[config.mk]
export PLATFORM = sky130hd
export DESIGN_NAME = cci_top
export DESIGN_NICKNAME = d
export VERILOG_FILES = /design/src/hw/cci_channel.v /design/src/hw/cci_top.v
export VERILOG_INCLUDE_DIRS = /design/src /design/src/hw
export SDC_FILE = /design/constraint.sdc
export NUM_CORES = 1
export LEC_CHECK = 0
export BUFFER_PORTS_ARGS = -buffer_cell sky130_fd_sc_hd__buf_2
export CAP_MARGIN = 0
export CORE_UTILIZATION = 40
export DETAILED_ROUTE_END_ITERATION = 6
export PLACE_DENSITY = 0.71
export REMOVE_ABC_BUFFERS = 1
export SLEW_MARGIN = 15
export SYNTH_ARGS = -nofsm -noshare
export SYNTH_HDL_FRONTEND = slang
export SYNTH_SLANG_ARGS = --single-unit
[constraint.sdc]
create_clock -name i_clock -period 3.26 [get_ports i_clock]
set_clock_uncertainty 0.2 [all_clocks]
set_input_delay 0.326 -clock i_clock [delete_from_list [all_inputs] [get_ports i_clock]]
set_output_delay 0.326 -clock i_clock [all_outputs]
set_load 0.02 [all_outputs]
[src/hw/cci_consts.vh]
// constants for the channel change interrupt status block
// assumes an 8-bit register address and 8-bit register data
`ifndef CCI_CONSTS_VH
`define CCI_CONSTS_VH

// data and address widths of the control port
`define CCI_DATA_W          8
`define CCI_ADDR_W          8
`define CCI_EVT_W           4

// per-channel register offsets
`define CCI_OFS_EN_CH0      8'h01
`define CCI_OFS_STAT_CH0    8'h02
`define CCI_OFS_ALARM_CH0   8'h03
`define CCI_OFS_EN_CH1      8'h09
`define CCI_OFS_STAT_CH1    8'h0a
`define CCI_OFS_ALARM_CH1   8'h0b

// block-level interrupt registers
`define CCI_OFS_IRQ_STAT    8'h10
`define CCI_OFS_IRQ_MASK    8'h11

// event bit positions, shared by status, enable and alarm registers
`define CCI_BIT_FIFO_LIMIT  3
`define CCI_BIT_LOCK_LOSS   2
`define CCI_BIT_SIGNAL_LOSS 1
`define CCI_BIT_DRIVE_MON   0

// field of each channel inside the block interrupt registers
`define CCI_IRQ_CH0_LSB     0
`define CCI_IRQ_CH1_LSB     4

// reset values
`define CCI_RST_BYTE        8'h00
`define CCI_RST_EVT         4'h0
`define CCI_UNMAPPED_DATA   8'h00

`endif

[src/hw/cci_channel.v]
// one channel of change-event capture: edge detect, enable gate, sticky
// clear-on-read status and the live condition levels
// assumes condition inputs are synchronous to i_clock
`timescale 1ns/100ps
`include "cci_consts.vh"

module cci_channel (
	input  wire                  i_clock,
	input  wire                  i_resetn,
	input  wire [`CCI_EVT_W-1:0] i_cond,
	input  wire [`CCI_EVT_W-1:0] i_enable,
	input  wire                  i_clear_on_read,
	output wire [`CCI_EVT_W-1:0] o_status,
	output wire [`CCI_EVT_W-1:0] o_live,
	output wire [`CCI_EVT_W-1:0] o_event
);

	reg  [`CCI_EVT_W-1:0] cond_q;
	reg  [`CCI_EVT_W-1:0] status_q;
	reg  [`CCI_EVT_W-1:0] status_d;
	wire [`CCI_EVT_W-1:0] change;

	// --------------------------------------------------------------
	// change detection
	// --------------------------------------------------------------
	// declare and clear both count: any difference from last cycle
	assign change  = cond_q ^ i_cond;
	assign o_event = change & i_enable;

	// a new event wins over the read clear so it is never dropped
	always @* begin
		status_d = status_q;
		if (i_clear_on_read) begin
			status_d = `CCI_RST_EVT;
		end
		status_d = status_d | o_event;
	end

	// sticky status and the last seen condition levels
	always @(posedge i_clock) begin
		if (!i_resetn) begin
			cond_q   <= `CCI_RST_EVT;
			status_q <= `CCI_RST_EVT;
		end else begin
			cond_q   <= i_cond;
			status_q <= status_d;
		end
	end

	assign o_status = status_q;
	assign o_live   = cond_q;

endmodule

[src/hw/cci_top.v]
// top of the channel change interrupt status block: control port,
// per-channel enable, status and alarm registers, block interrupt
// assumes a single 10 MHz clock and conditions synchronous to it
//
// Strobed register access is this design's own decision.
`timescale 1ns/100ps
`include "cci_consts.vh"

// Function
// - channel 0 status at 0x02, channel 1 at 0x0a, own events only
// - bit 3 flags a fifo limit alarm change since last read
// - bit 2 flags a receive lock loss change since last read
// - bit 1 flags a receive signal loss change since last read
// - bit 0 flags a transmit drive monitor change since last read
// - reading the status register clears all four event bits, except a bit with a new event in the same cycle
// - live condition levels readable in alarm register, same bit order
// - both declaring and clearing a condition make a change event
// - each change event gated by its enable bit, reset disabled
module cci_top (
	input  wire                   i_clock,
	input  wire                   i_resetn,
	input  wire [`CCI_ADDR_W-1:0] i_addr,
	input  wire [`CCI_DATA_W-1:0] i_wdata,
	input  wire                   i_wr,
	input  wire                   i_rd,
	input  wire                   i_ch0_fifo_limit_alarm,
	input  wire                   i_ch0_receive_lock_loss,
	input  wire                   i_ch0_receive_signal_loss,
	input  wire                   i_ch0_transmit_drive_monitor,
	input  wire                   i_ch1_fifo_limit_alarm,
	input  wire                   i_ch1_receive_lock_loss,
	input  wire                   i_ch1_receive_signal_loss,
	input  wire                   i_ch1_transmit_drive_monitor,
	output wire [`CCI_DATA_W-1:0] o_rdata,
	output wire                   o_irq
);

	// --------------------------------------------------------------
	// declarations
	// --------------------------------------------------------------
	reg  [`CCI_DATA_W-1:0] rdata_q;
	reg  [`CCI_DATA_W-1:0] rdata_d;
	reg                    irq_q;
	reg                    irq_d;

	reg  [`CCI_EVT_W-1:0]  enable_ch0_q;
	reg  [`CCI_EVT_W-1:0]  enable_ch1_q;
	reg  [`CCI_DATA_W-1:0] irq_status_q;
	reg  [`CCI_DATA_W-1:0] irq_status_d;
	reg  [`CCI_DATA_W-1:0] irq_mask_q;

	wire [`CCI_EVT_W-1:0]  cond_ch0;
	wire [`CCI_EVT_W-1:0]  cond_ch1;
	wire [`CCI_EVT_W-1:0]  status_ch0;
	wire [`CCI_EVT_W-1:0]  status_ch1;
	wire [`CCI_EVT_W-1:0]  live_ch0;
	wire [`CCI_EVT_W-1:0]  live_ch1;
	wire [`CCI_EVT_W-1:0]  event_ch0;
	wire [`CCI_EVT_W-1:0]  event_ch1;
	wire [`CCI_DATA_W-1:0] event_all;

	wire                   hit_en_ch0;
	wire                   hit_stat_ch0;
	wire                   hit_en_ch1;
	wire                   hit_stat_ch1;
	wire                   hit_irq_stat;
	wire                   hit_irq_mask;

	wire                   wr_en_ch0;
	wire                   wr_en_ch1;
	wire                   wr_irq_stat;
	wire                   wr_irq_mask;
	wire                   rd_clear_ch0;
	wire                   rd_clear_ch1;

	// --------------------------------------------------------------
	// condition bundling
	// --------------------------------------------------------------
	// each channel keeps its own inputs so events never cross over
	assign cond_ch0[`CCI_BIT_FIFO_LIMIT]  = i_ch0_fifo_limit_alarm;
	assign cond_ch0[`CCI_BIT_LOCK_LOSS]   = i_ch0_receive_lock_loss;
	assign cond_ch0[`CCI_BIT_SIGNAL_LOSS] = i_ch0_receive_signal_loss;
	assign cond_ch0[`CCI_BIT_DRIVE_MON]   = i_ch0_transmit_drive_monitor;

	assign cond_ch1[`CCI_BIT_FIFO_LIMIT]  = i_ch1_fifo_limit_alarm;
	assign cond_ch1[`CCI_BIT_LOCK_LOSS]   = i_ch1_receive_lock_loss;
	assign cond_ch1[`CCI_BIT_SIGNAL_LOSS] = i_ch1_receive_signal_loss;
	assign cond_ch1[`CCI_BIT_DRIVE_MON]   = i_ch1_transmit_drive_monitor;

	// --------------------------------------------------------------
	// address decode
	// --------------------------------------------------------------
	// full 8-bit compare; aliases would let a stray read clear status
	assign hit_en_ch0    = (i_addr == `CCI_OFS_EN_CH0);
	assign hit_stat_ch0  = (i_addr == `CCI_OFS_STAT_CH0);
	assign hit_en_ch1    = (i_addr == `CCI_OFS_EN_CH1);
	assign hit_stat_ch1  = (i_addr == `CCI_OFS_STAT_CH1);
	assign hit_irq_stat  = (i_addr == `CCI_OFS_IRQ_STAT);
	assign hit_irq_mask  = (i_addr == `CCI_OFS_IRQ_MASK);

	// write strobes; status and alarm registers ignore writes
	assign wr_en_ch0   = i_wr & hit_en_ch0;
	assign wr_en_ch1   = i_wr & hit_en_ch1;
	assign wr_irq_stat = i_wr & hit_irq_stat;
	assign wr_irq_mask = i_wr & hit_irq_mask;

	// a read of a status register clears it at the same edge that
	// captures the old value into the read data flop
	assign rd_clear_ch0 = i_rd & hit_stat_ch0;
	assign rd_clear_ch1 = i_rd & hit_stat_ch1;

	// --------------------------------------------------------------
	// channel instances
	// --------------------------------------------------------------
	// channel 0 capture
	cci_channel u_ch0 (
		.i_clock         (i_clock),
		.i_resetn        (i_resetn),
		.i_cond          (cond_ch0),
		.i_enable        (enable_ch0_q),
		.i_clear_on_read (rd_clear_ch0),
		.o_status        (status_ch0),
		.o_live          (live_ch0),
		.o_event         (event_ch0)
	);

	// channel 1 capture
	cci_channel u_ch1 (
		.i_clock         (i_clock),
		.i_resetn        (i_resetn),
		.i_cond          (cond_ch1),
		.i_enable        (enable_ch1_q),
		.i_clear_on_read (rd_clear_ch1),
		.o_status        (status_ch1),
		.o_live          (live_ch1),
		.o_event         (event_ch1)
	);

	// --------------------------------------------------------------
	// enable registers
	// --------------------------------------------------------------
	// only the low nibble is stored; upper bits are not implemented
	always @(posedge i_clock) begin
		if (!i_resetn) begin
			enable_ch0_q <= `CCI_RST_EVT;
			enable_ch1_q <= `CCI_RST_EVT;
		end else begin
			if (wr_en_ch0) begin
				enable_ch0_q <= i_wdata[`CCI_EVT_W-1:0];
			end
			if (wr_en_ch1) begin
				enable_ch1_q <= i_wdata[`CCI_EVT_W-1:0];
			end
		end
	end

	// --------------------------------------------------------------
	// block interrupt status and mask
	// --------------------------------------------------------------
	// events of both channels, channel 0 in the low nibble
	assign event_all = {event_ch1, event_ch0};

	// write one clears, but a same-cycle event keeps its bit set
	always @* begin
		irq_status_d = irq_status_q;
		if (wr_irq_stat) begin
			irq_status_d = irq_status_q & ~i_wdata;
		end
		irq_status_d = irq_status_d | event_all;
	end

	// sticky status and software mask
	always @(posedge i_clock) begin
		if (!i_resetn) begin
			irq_status_q <= `CCI_RST_BYTE;
			irq_mask_q   <= `CCI_RST_BYTE;
		end else begin
			irq_status_q <= irq_status_d;
			if (wr_irq_mask) begin
				irq_mask_q <= i_wdata;
			end
		end
	end

	// level output from the next state, so it rises with the status bit
	always @* begin
		irq_d = |(irq_status_d & irq_mask_q);
	end

	// registered interrupt line
	always @(posedge i_clock) begin
		if (!i_resetn) begin
			irq_q <= 1'h0;
		end else begin
			irq_q <= irq_d;
		end
	end

	// --------------------------------------------------------------
	// read path
	// --------------------------------------------------------------
	// data appear only in the cycle after the read strobe; the status
	// value shown is the one before the read clears it
	always @* begin
		rdata_d = `CCI_UNMAPPED_DATA;
		if (i_rd) begin
			case (i_addr)
				`CCI_OFS_EN_CH0: begin
					rdata_d = {4'h0, enable_ch0_q};
				end
				`CCI_OFS_STAT_CH0: begin
					rdata_d = {4'h0, status_ch0};
				end
				`CCI_OFS_ALARM_CH0: begin
					rdata_d = {4'h0, live_ch0};
				end
				`CCI_OFS_EN_CH1: begin
					rdata_d = {4'h0, enable_ch1_q};
				end
				`CCI_OFS_STAT_CH1: begin
					rdata_d = {4'h0, status_ch1};
				end
				`CCI_OFS_ALARM_CH1: begin
					rdata_d = {4'h0, live_ch1};
				end
				`CCI_OFS_IRQ_STAT: begin
					rdata_d = irq_status_q;
				end
				`CCI_OFS_IRQ_MASK: begin
					rdata_d = irq_mask_q;
				end
				default: begin
					rdata_d = `CCI_UNMAPPED_DATA;
				end
			endcase
		end
	end

	// read data flop, zero outside the answer cycle
	always @(posedge i_clock) begin
		if (!i_resetn) begin
			rdata_q <= `CCI_RST_BYTE;
		end else begin
			rdata_q <= rdata_d;
		end
	end

	// --------------------------------------------------------------
	// outputs
	// --------------------------------------------------------------
	assign o_rdata = rdata_q;
	assign o_irq   = irq_q;

endmodule

# Word level (Yosys, flattened, before mapping)

Cells that the tools add are included.

Register bits after elaboration: 49
Input bits: 28
Logic and storage cells: 40

Equal/unequal tests: 8
Bitwise gates (word level): 16
Multiplexer cells: 4
Reductions and logical operators: 2

Operators with widths:

| kind               | count |
|---|---|
| $pmux 8 s8         | 1 |
| $eq 8x4->1 const B | 3 |
| $and 8x8->8        | 2 |
| $eq 8x2->1 const B | 2 |
| $eq 8x5->1 const B | 2 |
| $and 4x4->4        | 2 |
| $eq 8x1->1 const B | 1 |
| $mux 4             | 2 |
| $mux 8             | 1 |
| $not 8->8          | 1 |
| $or 4x4->4         | 2 |
| $or 8x8->8         | 1 |
| $reduce_or 8->1    | 1 |
| $xor 4x4->4        | 2 |
| $and 1x1->1        | 6 |
| $reduce_and 2->1   | 1 |

# Logic depth before layout (Yosys ltp)

Gate-level depths: netlist (run 1).

Word-level depth: 6
Gate-level depth with buffers: 7

# Cells and area by module

A second synthesis (run 1) with hierarchy kept.

Cell total of the unflattened synthesis: 250
Area total of the unflattened synthesis: 2421.1 um2

By module, submodules not included:

| module      | area an instance (um2) | cells an instance | sequential area each (um2) | times used |
|---|---|---|---|---|
| cci_top     | 1752.9                 | 192               | 660.6                      | 1 |
| cci_channel | 334.1                  | 29                | 160.2                      | 2 |

# Worst setup path after synthesis (run 1)

OpenSTA, ideal clock, no wires.

Kind: input to register
From: input i_addr[4]
To: register irq_q (netlist: o_irq)
Required time: 2.921 ns
Slack: 1.285 ns
Stages on the path: 6
Data arrival time: 1.636 ns
Buffers on the path: 1
Cell sequence: buf_4 nor4b_4 nand2_2 a221o_1 a222oi_1 a41oi_1

Cells in the longest elaborated chain, start to end: 6

RTL lines:

| element              | RTL line      | RTL |
|---|---|---|
| start, declared      | cci_top.v:22  | `` input wire [`CCI_ADDR_W-1:0] i_addr, `` |
| $eq 8x5->1           | --            |  |
| $and 1x1->1          | cci_top.v:104 | `assign wr_irq_stat = i_wr & hit_irq_stat;` |
| $mux 8               | cci_top.v:166 | `if (wr_irq_stat) begin` |
| $or 8x8->8           | cci_top.v:169 | `irq_status_d = irq_status_d \| event_all;` |
| $and 8x8->8          | cci_top.v:187 | `irq_d = \|(irq_status_d & irq_mask_q);` |
| $reduce_or 8->1      | cci_top.v:187 |  |
| end signal, assigned | cci_top.v:195 | `irq_q <= irq_d;` |
| end, declared        | cci_top.v:43  | `reg irq_q;` |

No other way between the ends.
A chain may end at the register's enable or synchronous reset.

# Final worst setup path (run 1)

From: input i_addr[7]
To: register irq_q (netlist: o_irq)

Same word-level chain as after synthesis.

==> results.md, run 1 <==
* Clock slew at reported path FFs at about 90 ps
* Synth Flop Type: dfxtp_1
* CP top delay family: compound AO/OA/AOI/OAI gates
* Placed Cells at 325
* DRT antenna net count at 0
* Worst slew pin tran at ~630 ps
* Tmin final at between 2000 and 2500 ps
* Register area share after synthesis at between 40 and 50%
* Post-CTS resize count at 0
* Layout area overhead at 15.4%
* Synthesized area at roughly 2200 sq um
* Comb power frac at 6.5%
* P_leak at 0.966 nW
* Crit-path max FO at 7
* Layout cell share with drive strength beyond 1 at between 20% and 30%
* Unrepaired setup endpoints after global routing: no
* Final Cycle Share at between 60 and 70%
* Root buffer cell: clkbuf_8
* Ys async rst share at 0%
* Rel. slew slack at approximately 58%
* Port bufs at 36
* Clock buffer depth at 2
* Final Slew Violations at 0
* Hold Slack at between 30 and 40 ps
* Worst Hold Class: input port to register
* P per Cell Area at roughly 480 nW/um^2
* Switching Fraction at 21.8%
* Total CTS buffers at 5
* DRT Wirelength at between 5000 and 6000 microns
* CP startpoint: i_addr[7]
* Die W at 76.0 microns
* Sw Pwr at around 0.26 mW
* Crit path DAT at 2100 ps
* Antenna Cells at 0
* Largest net degree at the start of global routing at 29
* Vias/cell at roughly 5.6
* Drt first pass iters at 5
* Top-area cell type share of the netlist area at 44.8%
* DIE AREA at roughly 5800 sq um
* Commonest non-fill, non-tap cells in the layout: dfxtp_1 (49), buf_2 (36), nor2_1 (20), nand2_1 (19), a21oi_1 (19)
* Area of the core at a little over 5000 sq um
* Data required, critical path at 3240 ps
* Final #Nets at slightly below 300
* CTS tree: done
* VDD IR max at between 0.1 and 0.15 mV
* Total track usage at 20.0%
* H-tree level count at 2
* Slowest CP cell: nor4_4
* Antenna violations before repair at 0
* Achievable Freq at around 470 MHz
* Clock share of power at a little over two fifths
* Yosys warns at 0
* 1st-iter DRT viols at roughly 200
* Flop pwr share at between 50% and 60%
* Vias in the first global route at 1,744
* Commonest non-fill, non-tap cell in the layout: dfxtp_1
* Worst path max stage delay at 450 ps
* IO Count at 37
* Critical-path cell list: buf_2, nor4_4, nand2_2, a221o_1, a222oi_1, a41oi_1
* Max-Cap Viols at 0
* Unique masters post-synth at 43
* Syn avg cell area at between 9 and 10 sq um
* Element type at the critical path start: input port
* Setup TNS at 0 ps
* DRC errors left at 0
* Setup Fix Bufs, Post-CTS at 0
* Global-route wire length before repair at between 8000 and 9000 microns
* Sink Count at 49
* Reg2reg setup slack at between 1500 and 2000 ps
* Synth Register Bits at about 50
* Starting Density at about 42%
* Worst skew pair latency at 310 ps
* Via count at roughly 1,900
* CP Class: input port to register
* CP endpoint kind: register
* Die height at 76.0 microns
* Hold path startpoint: i_ch1_receive_signal_loss
* Status: completed
* Final setup violation count at 0
* Post-Layout Cell Count at approximately 330
* Synth Instances at around 230
* Routability cong. at between 0.8 and 0.9
* HPWL Detailed at 3800 microns
* Synth area leaders: dfxtp_1 (45%), a21oi_1 (4.3%), mux2i_1 (4.1%)
* Reg-to-Reg Start: u_ch0.o_live[1]$_SDFF_PN0_
* Leading area contributor after synthesis: dfxtp_1
* Rows at 26
* EDFF count, synth at 0
* Pint at approximately 0.94 mW
* GRT Residual Overflow at 0
* Final hold violations at 0
* Buf+Inv Stages, Crit Path at 1
* Wire per inst at ~16 microns
* Hold buffer count at CTS at 0
-- power groups by stage --
stage          registers [mW]  clock network [mW]  logic [mW]
6_report                0.608               0.514      0.0783
2_1_floorplan           0.621                   0      0.0315
4_1_cts                 0.608               0.530      0.0781
3_5_place_dp            0.622                   0      0.0779
3_3_place_gp            0.622                   0      0.0781
5_1_grt                 0.609               0.550      0.0846
-- state kept, by name, summed over array words and instances, names as in the netlist --
signal / flops
enable_ch1_q: 4
o_rdata: 8
u_ch1.o_live: 4
enable_ch0_q: 4
o_irq: 1
u_ch1.o_status: 4
u_ch0.o_live: 4
irq_mask_q: 8
irq_status_q: 8
u_ch0.o_status: 4
-- metal layers --
metal  share of wire, %  vias up  GRT usage [%]  routed length, microns
li1                   -      899              -                       -
met1                 47      884           25.6                    2550
met2                 46       71           31.0                    2510
met3                5.9        7           5.30                     324
met4                1.6        0           10.0                      86
met5                  0        -              0                       0
-- Yosys cell counts (6+ instances only) --
cell type,instances
clkbuf_1,9
nor2_1,20
mux2_2,6
nand3_1,11
dfxtp_1,49
and2_1,14
xor2_1,8
a21oi_1,19
a22o_1,6
mux2i_1,9
nand2_1,19
a22oi_1,10
-- worst paths after layout --
| path | to | depth (start not counted) |
|---|---|---|
| max | o_irq$_SDFF_PN0_ | 6 |
| min | u_ch1.o_live[1]$_SDFF_PN0_ | 2 |
| max reg2reg | o_irq$_SDFF_PN0_ | 4 |
| min reg2reg | u_ch1.o_status[1]$_SDFF_PN0_ | 2 |
-- stage by stage --
stage / area [sq um] / setup WS, ps / util [%] / power, mW
after floorplan: 2120 / 1290 / - / 0.652
after global placement: 2390 / 839 / 46.2 / 0.700
after detailed placement: 2390 / 829 / 46.2 / 0.700
after CTS: 2520 / 1150 / 48.8 / 1.22
after global routing: 2520 / 1020 / 48.8 / 1.24
final: 2520 / 1140 / 48.8 / 1.20
-- worst reg2reg max path: cells and delay by family, from the launching register on --
family,cells,cell delay [ps]
DFF,1,330
AOI/OAI and AO/OA,3,910
xor gates and xnor gates,1,170
-- kinds of logic after synthesis --
kind of cell | count (synthesis) | share of synthesized area (%)
DFF | 49 | 44.8
and+or+nand+nor | 83 | 21.3
muxes | 15 | 7.20
AOI/OAI and AO/OA | 61 | 20.0
buffers and inverters | 18 | 3.49
xor gates and xnor gates | 8 | 3.20
-- cell type report --
cell class              instances  area (sq um)
clock inverters                 3          65.1
flip-flops and latches         49           981
well taps                      70          87.6
fillers                       510          2650
inverters                       3          11.3
clock buffers                   5          68.8
multi-input cells             167          1130
repair buffers                 36           180
(Power assumes the default switching activity.)
==> run 2: changes to the inputs <==
==> constraint.sdc (replaced) <==
create_clock -name i_clock -period 2.11 [get_ports i_clock]
set_clock_uncertainty 0.2 [all_clocks]
set_input_delay 0.211 -clock i_clock [delete_from_list [all_inputs] [get_ports i_clock]]
set_output_delay 0.211 -clock i_clock [all_outputs]
set_load 0.02 [all_outputs]
==> run 2 against run 1 <==
  * The flow now finishes with violations (negative hold slack)
  * Non-clock buffer count rose by 26
  * Die area did not move
  * Worst hold slack got worse by 42 ps
  * Power rose by 49%
  * Critical path depth did not move
  * Utilization rose by 4.1 points
  * Final area rose by 8.4%
  * Combinational power rose by 94%
  * Routed wire length rose by 1.6%
  * Global-route usage fell by 0.29 points
==> results.md, run 2 (synthesis results as in run 1) <==
* Reg2reg end: o_irq$_SDFF_PN0_ (unchanged)
* Design Area, Final at 2740 sq um (was 2520 sq um)
* 1st-iter DRT viols at 149 (was 199)
* Rel. slew slack at 61.4% (was 57.9%)
* Sink Count at 49 (unchanged)
* Total CTS buffers at 5 (unchanged)
* Worst Hold Class: input port to register (unchanged)
* Commonest non-fill, non-tap cell in the layout: dfxtp_1 (unchanged)
* Hold Slack at -6.29 ps (was 35.7 ps)
* Hold path startpoint: i_rd (was i_ch1_receive_signal_loss)
* Total track usage at 19.7% (was 20.0%)
* P per Cell Area at 654 nW/um^2 (was 475 nW/um^2)
* Final hold violations at 1 (was 0)
* Register Area at 981 sq um (unchanged)
* Port bufs at 36 (unchanged)
* Overall power at 1.79 mW (was 1.20 mW)
* Clock buffer depth at 2 (unchanged)
* Tmin final at between 1500 and 2000 ps
* Worst slew pin tran at 578 ps (was 631 ps)
* GRT Residual Overflow at 0 (unchanged)
* P_leak at 1.08 nW (was 0.966 nW)
* DRC errors left at 0 (unchanged)
* Final Slew Violations at 0 (unchanged)
* Max-Cap Viols at 0 (unchanged)
* Antenna violations before repair at 0 (unchanged)
* CP endpoint kind: register (unchanged)
* Buf+Inv Stages, Crit Path at 2 (was 1)
* Achievable Freq at ~530 MHz
* Global-route wire length before repair at 8950 microns (was 8880 microns)
* H-tree level count at 2 (unchanged)
* Final setup violation count at 0 (unchanged)
* Setup TNS at 0 ps (unchanged)
* Layout area overhead at 25.0% (was 15.4%)
* Status: finished, violations left (was completed)
* Reg-to-Reg Start: u_ch0.o_live[1]$_SDFF_PN0_ (unchanged)
* Element type at the critical path start: input port (unchanged)
* Drt first pass iters at 5 (unchanged)
* Comb power frac at 8.5% (was 6.5%)
* Vias/cell at 5.44 (was 5.59)
* Die height at 76.0 microns (unchanged)
* Wire per inst at 15.5 microns (was 16.4 microns)
* Final Cycle Share at between 80 and 90%
* Die W at 76.0 microns (unchanged)
* CTS tree: done (unchanged)
* Area of the core at 5170 sq um (unchanged)
* Vias in the first global route at 1,792 (was 1,744)
* FILL cells at 510 (unchanged)
* CP Class: input port to register (unchanged)
* Flop pwr share at 52.5% (was 50.6%)
* Worst path max stage delay at 530 ps (was 450 ps)
* Switching Fraction at 22.3% (was 21.8%)
* Data required, critical path at 2090 ps (was 3240 ps)
* Clock slew at reported path FFs at 90 ps (about the same)
* Antenna Cells at 0 (unchanged)
* Root buffer cell: clkbuf_8 (unchanged)
* Worst Hold Path Cells at 3 (was 2)
* Combined area of the multi-input logic cells at 1130 sq um (unchanged)
* DRT antenna net count at 0 (unchanged)
* HPWL Detailed at 4070 microns (was 3800 microns)
* Layout cell share with drive strength beyond 1 at 26.0% (was 23.2%)
* Final #Nets at 316 (was 290)
* Crit path DAT at 1850 ps (was 2100 ps)
* VDD IR max at 0.299 mV (was 0.149 mV)
* Routability cong. at 0.883 (was 0.833)
* Clock share of power at 39.0% (was 42.9%)
* Critical-path cell list: dlygate4sd3_1, buf_2, xor2_1, a221o_1, a222oi_1, a41oi_1 (was buf_2, nor4_4, nand2_2, a221o_1, a222oi_1, a41oi_1)
* Reg2reg path depth at 4 (unchanged)
* Slowest CP cell: dlygate4sd3_1 (was nor4_4)
* Largest net degree at the start of global routing at 29 (unchanged)
* Finished Core Util at 52.9% (was 48.8%)
* DIE AREA at 5770 sq um (unchanged)
* Violated checks: negative hold slack
* DRT Wirelength at 5560 microns (was 5470 microns)
* IO Count at 37 (unchanged)
* Worst Hold Path EP: o_rdata[2]$_SDFF_PN0_ (was u_ch1.o_live[1]$_SDFF_PN0_)
* Unrepaired setup endpoints after global routing: no (unchanged)
* Rows at 26 (unchanged)
* CP top delay family: compound AO/OA/AOI/OAI gates (unchanged)
* Placed Instance Area at 2500 sq um (was 2390 sq um)
* Pint at 1.39 mW (was 0.939 mW)
* Starting Density at 42.3% (unchanged)
* Commonest non-fill, non-tap cells in the layout: dfxtp_1 (49), buf_2 (36), nor2_1 (20), nand2_1 (19), a21oi_1 (19) (unchanged)
* Crit-path max FO at 2 (was 7)
* Sw Pwr at 0.399 mW (was 0.262 mW)
* Worst skew pair latency at 310 ps (about the same)
* Via count at 1,952 (was 1,861)
* Reg2reg setup slack at 450 ps (was 1530 ps)
## run 2: how the worst max path moves through the flow
stage / startpoint / end / slack (ps) / depth (start not counted)
2_1_floorplan: i_addr[7] / o_irq$_SDFF_PN0_ / 260 / 5
3_3_place_gp: i_addr[5] / o_irq$_SDFF_PN0_ / 100 / 6
3_5_place_dp: i_addr[5] / o_irq$_SDFF_PN0_ / 70 / 6
4_1_cts: i_ch0_receive_signal_loss / o_irq$_SDFF_PN0_ / 240 / 6
5_1_grt: i_ch0_receive_signal_loss / o_irq$_SDFF_PN0_ / 170 / 6
6_report: i_ch0_receive_signal_loss / o_irq$_SDFF_PN0_ / 240 / 6
## run 2: final cells by class
cell class / count / area share [%]
repair buffers: 62 / 14.8
multi-input cells: 167 / 41.3
clock buffers: 6 / 3.02
flip-flops and latches: 49 / 35.8
clock inverters: 2 / 1.37
well taps: 70 / 3.20
inverters: 3 / 0.412
## run 2: power groups by stage
stage / clock, mW / sequential [mW] / combinational (mW)
final: 0.698 / 0.939 / 0.152
after global routing: 0.751 / 0.941 / 0.163
after CTS: 0.705 / 0.939 / 0.151
after detailed placement: 0 / 0.961 / 0.133
after global placement: 0 / 0.961 / 0.133
after floorplan: 0 / 0.959 / 0.0486
## run 2: worst reg2reg max path: cells and delay by family, from the launching register on
kind            cells  cell delay (ps)
xor+xnor            1              190
compound gates      3              810
flops               1              330
## run 2: per-stage QoR
stage	worst slack (ps)	hold slack, ps	instances
after floorplan	260	110	219
after global placement	101	243	339
after detailed placement	72.9	244	339
after CTS	243	1.43	359
after global routing	170	7.40	359
final	240	-6.29	359
## run 2: routing by layer
metal / part of all wire (%) / global-route usage [%]
met2: 46 / 31.4
met4: 2.1 / 7.69
met1: 47 / 26.4
met5: 0 / 0
met3: 5.3 / 3.49
## run 2: repair_timing
item / CTS / global route
setup buffers: 0 / 0
gates resized for setup: 0 / 0
endpoints found under the hold margin: 12 / 0
hold buffers: 12 / 0
==> run 3: changes to the inputs <==
--- a/config.mk
+++ b/config.mk
@@ -10,6 +10,7 @@
 export CAP_MARGIN = 0
 export CORE_UTILIZATION = 40
 export DETAILED_ROUTE_END_ITERATION = 6
+export MAX_ROUTING_LAYER = met4
 export PLACE_DENSITY = 0.71
 export REMOVE_ABC_BUFFERS = 1
 export SLEW_MARGIN = 15
==> run 3 against run 2 <==
  * Sequential power about the same
  * Utilization up 0.31 points
  * The run now ends clean
  * Final area up 0.59%
  * Worst setup slack worse by 64 ps
  * Die area unchanged
  * Combinational power up 3%
  * Clock power about the same
  * Critical path depth unchanged
  * Clock-buffer cell count up 1
==> results.md, run 3 (synthesis results as in run 1) <==
* P per Cell Area at 652 nW/um^2 (was 654 nW/um^2)
* Buf+Inv Stages, Crit Path at 2 (unchanged)
* Finished Core Util at 53.2% (was 52.9%)
* Data required, critical path at 2080 ps (was 2090 ps)
* Unrepaired setup endpoints after global routing: no (unchanged)
* DRT Wirelength at 5670 microns (was 5560 microns)
* Final hold violations at 0 (was 1)
* Crit-path max FO at 2 (unchanged)
* Antenna Cells at 0 (unchanged)
* Reg2reg path depth at 4 (unchanged)
* Slowest CP cell: dlygate4sd3_1 (unchanged)
* DRC errors left at 0 (unchanged)
* GR Util met1 at 27.7% (was 26.4%)
* Post-CTS resize count at 0 (unchanged)
* Max-Cap Viols at 0 (unchanged)
* Reg2reg end: o_irq$_SDFF_PN0_ (unchanged)
* Largest net degree at the start of global routing at 29 (unchanged)
* Achievable Freq at 517 MHz (was 535 MHz)
* P_leak at 1.09 nW (was 1.08 nW)
* Total CTS buffers at 5 (unchanged)
* Crit path DAT at 1900 ps (was 1850 ps)
* Vias in the first global route at 1,846 (was 1,792)
* Hold Slack at 8.33 ps (was -6.29 ps)
* Reg-to-Reg Start: u_ch0.o_live[1]$_SDFF_PN0_ (unchanged)
* 1st-iter DRT viols at 207 (was 149)
* CP Class: input port to register (unchanged)
* Final #Nets at 318 (was 316)
* Post-Layout Cell Count at 361 (was 359)
* Clock slew at reported path FFs at 90 ps (about the same)
* Levels on crit path at 6 (unchanged)
* H-tree level count at 2 (unchanged)
* Final Slew Violations at 0 (unchanged)
* Worst Hold Class: input port to register (unchanged)
* Rel. slew slack at 60.6% (was 61.4%)
* Gr busiest metal: met2 (unchanged)
* Antenna violations before repair at 0 (unchanged)
* Tmin final at 1930 ps (was 1870 ps)
* Status: completed (was finished, violations left)
* Drt first pass iters at 4 (was 5)
* Total track usage at 21.4% (was 19.7%)
* Final Cycle Share at 91.6% (was 88.6%)
* Die W at 76.0 microns (unchanged)
* Port bufs at 36 (unchanged)
* DIE AREA at 5770 sq um (unchanged)
* CP endpoint kind: register (unchanged)
* Via count at 1,953 (was 1,952)
* Clock buffer depth at 2 (unchanged)
* Wire per inst at 15.7 microns (was 15.5 microns)
* CP top delay family: compound AO/OA/AOI/OAI gates (unchanged)
* Met2 Usage GRT at 33.5% (was 31.4%)
* Layout cell share with drive strength beyond 1 at 25.4% (was 26.0%)
* Worst path max stage delay at 530 ps (about the same)
* Root buffer cell: clkbuf_8 (unchanged)
* Commonest non-fill, non-tap cells in the layout: dfxtp_1 (49), buf_2 (36), nor2_1 (20), nand2_1 (19), a21oi_1 (19) (unchanged)
* Setup Fix Bufs, Post-CTS at 0 (unchanged)
* GRT Residual Overflow at 0 (unchanged)
* Worst skew pair latency at 310 ps (about the same)
* Overall power at 1.80 mW (was 1.79 mW)
* Global-route wire length before repair at 9360 microns (was 8950 microns)
* CTS tree: done (unchanged)
* Rows at 26 (unchanged)
* Element type at the critical path start: input port (unchanged)
* HPWL Detailed at 4140 microns (was 4070 microns)
* Reg2reg setup slack at 380 ps (was 450 ps)
* DRT antenna net count at 0 (unchanged)
* Layout area overhead at 25.8% (was 25.0%)
* Die height at 76.0 microns (unchanged)
* GR Layer Usage met3 at 3.98% (was 3.49%)
* Critical-path cell list: dlygate4sd3_1, buf_2, xor2_1, a221o_1, a222oi_1, a41oi_1 (unchanged)
* Setup TNS at 0 ps (unchanged)
* Commonest non-fill, non-tap cell in the layout: dfxtp_1 (unchanged)
* VDD IR max at 0.304 mV (was 0.299 mV)
* Routability cong. at 0.866 (was 0.883)
* Worst slew pin tran at 589 ps (was 578 ps)
* Starting Density at 42.3% (unchanged)
* Vias/cell at 5.41 (was 5.44)
* Crit path to: o_irq$_SDFF_PN0_ (unchanged)
* Hold buffer count at CTS at 14 (was 12)
* Placed Cells at 339 (unchanged)
* Final setup violation count at 0 (unchanged)
* CP startpoint: i_ch0_receive_signal_loss (unchanged)
* IO Count at 37 (unchanged)
* Area of the core at 5170 sq um (unchanged)
* Sink Count at 49 (unchanged)
## run 3: worst min-delay path by stage
stage / from / end / cells past startpoint
finish: i_wdata[1] / irq_mask_q[1]$_SDFFE_PN0P_ / 3
global route: i_wdata[1] / irq_mask_q[1]$_SDFFE_PN0P_ / 3
CTS: i_wdata[0] / irq_mask_q[0]$_SDFFE_PN0P_ / 3
detailed placement: i_ch1_transmit_drive_monitor / u_ch1.o_live[0]$_SDFF_PN0_ / 2
global placement: i_ch0_transmit_drive_monitor / u_ch0.o_live[0]$_SDFF_PN0_ / 2
floorplan: i_addr[1] / o_rdata[2]$_SDFF_PN0_ / 1
## run 3: tightest hold or removal path: stages
cell     delay, ps
buf_2          130
nand3_1         70
a21oi_1         50
## run 3: cell type report
type | count | area, sq um
tap | 70 | 87.6
inverter | 3 | 11.3
fill | 480 | 2420
clock inverter | 1 | 30.0
sequential | 49 | 981
multi-input combinational | 167 | 1130
timing repair buffer | 64 | 425
clock buffer | 7 | 86.3
## run 3: where the power goes
group          switching, mW  internal (mW)  leakage (nW)
Clock                  0.313          0.387        0.0585
Sequential           0.00638          0.933         0.397
Combinational         0.0829         0.0731         0.630
## run 3: stage by stage
step | setup slack (ps) | cell area (sq um)
floorplan | 260 | 2120
global placement | 106 | 2500
detailed placement | 61.4 | 2500
CTS | 221 | 2750
global route | 116 | 2750
finish | 177 | 2750
## run 3: per-layer routing
metal	part of all wire (%)	vias to the layer above	wire (microns)
met4	1.8	0	102
met1	47	927	2640
met2	47	55	2670
met3	4.6	14	260
li1	-	957	-
met5	0	-	0
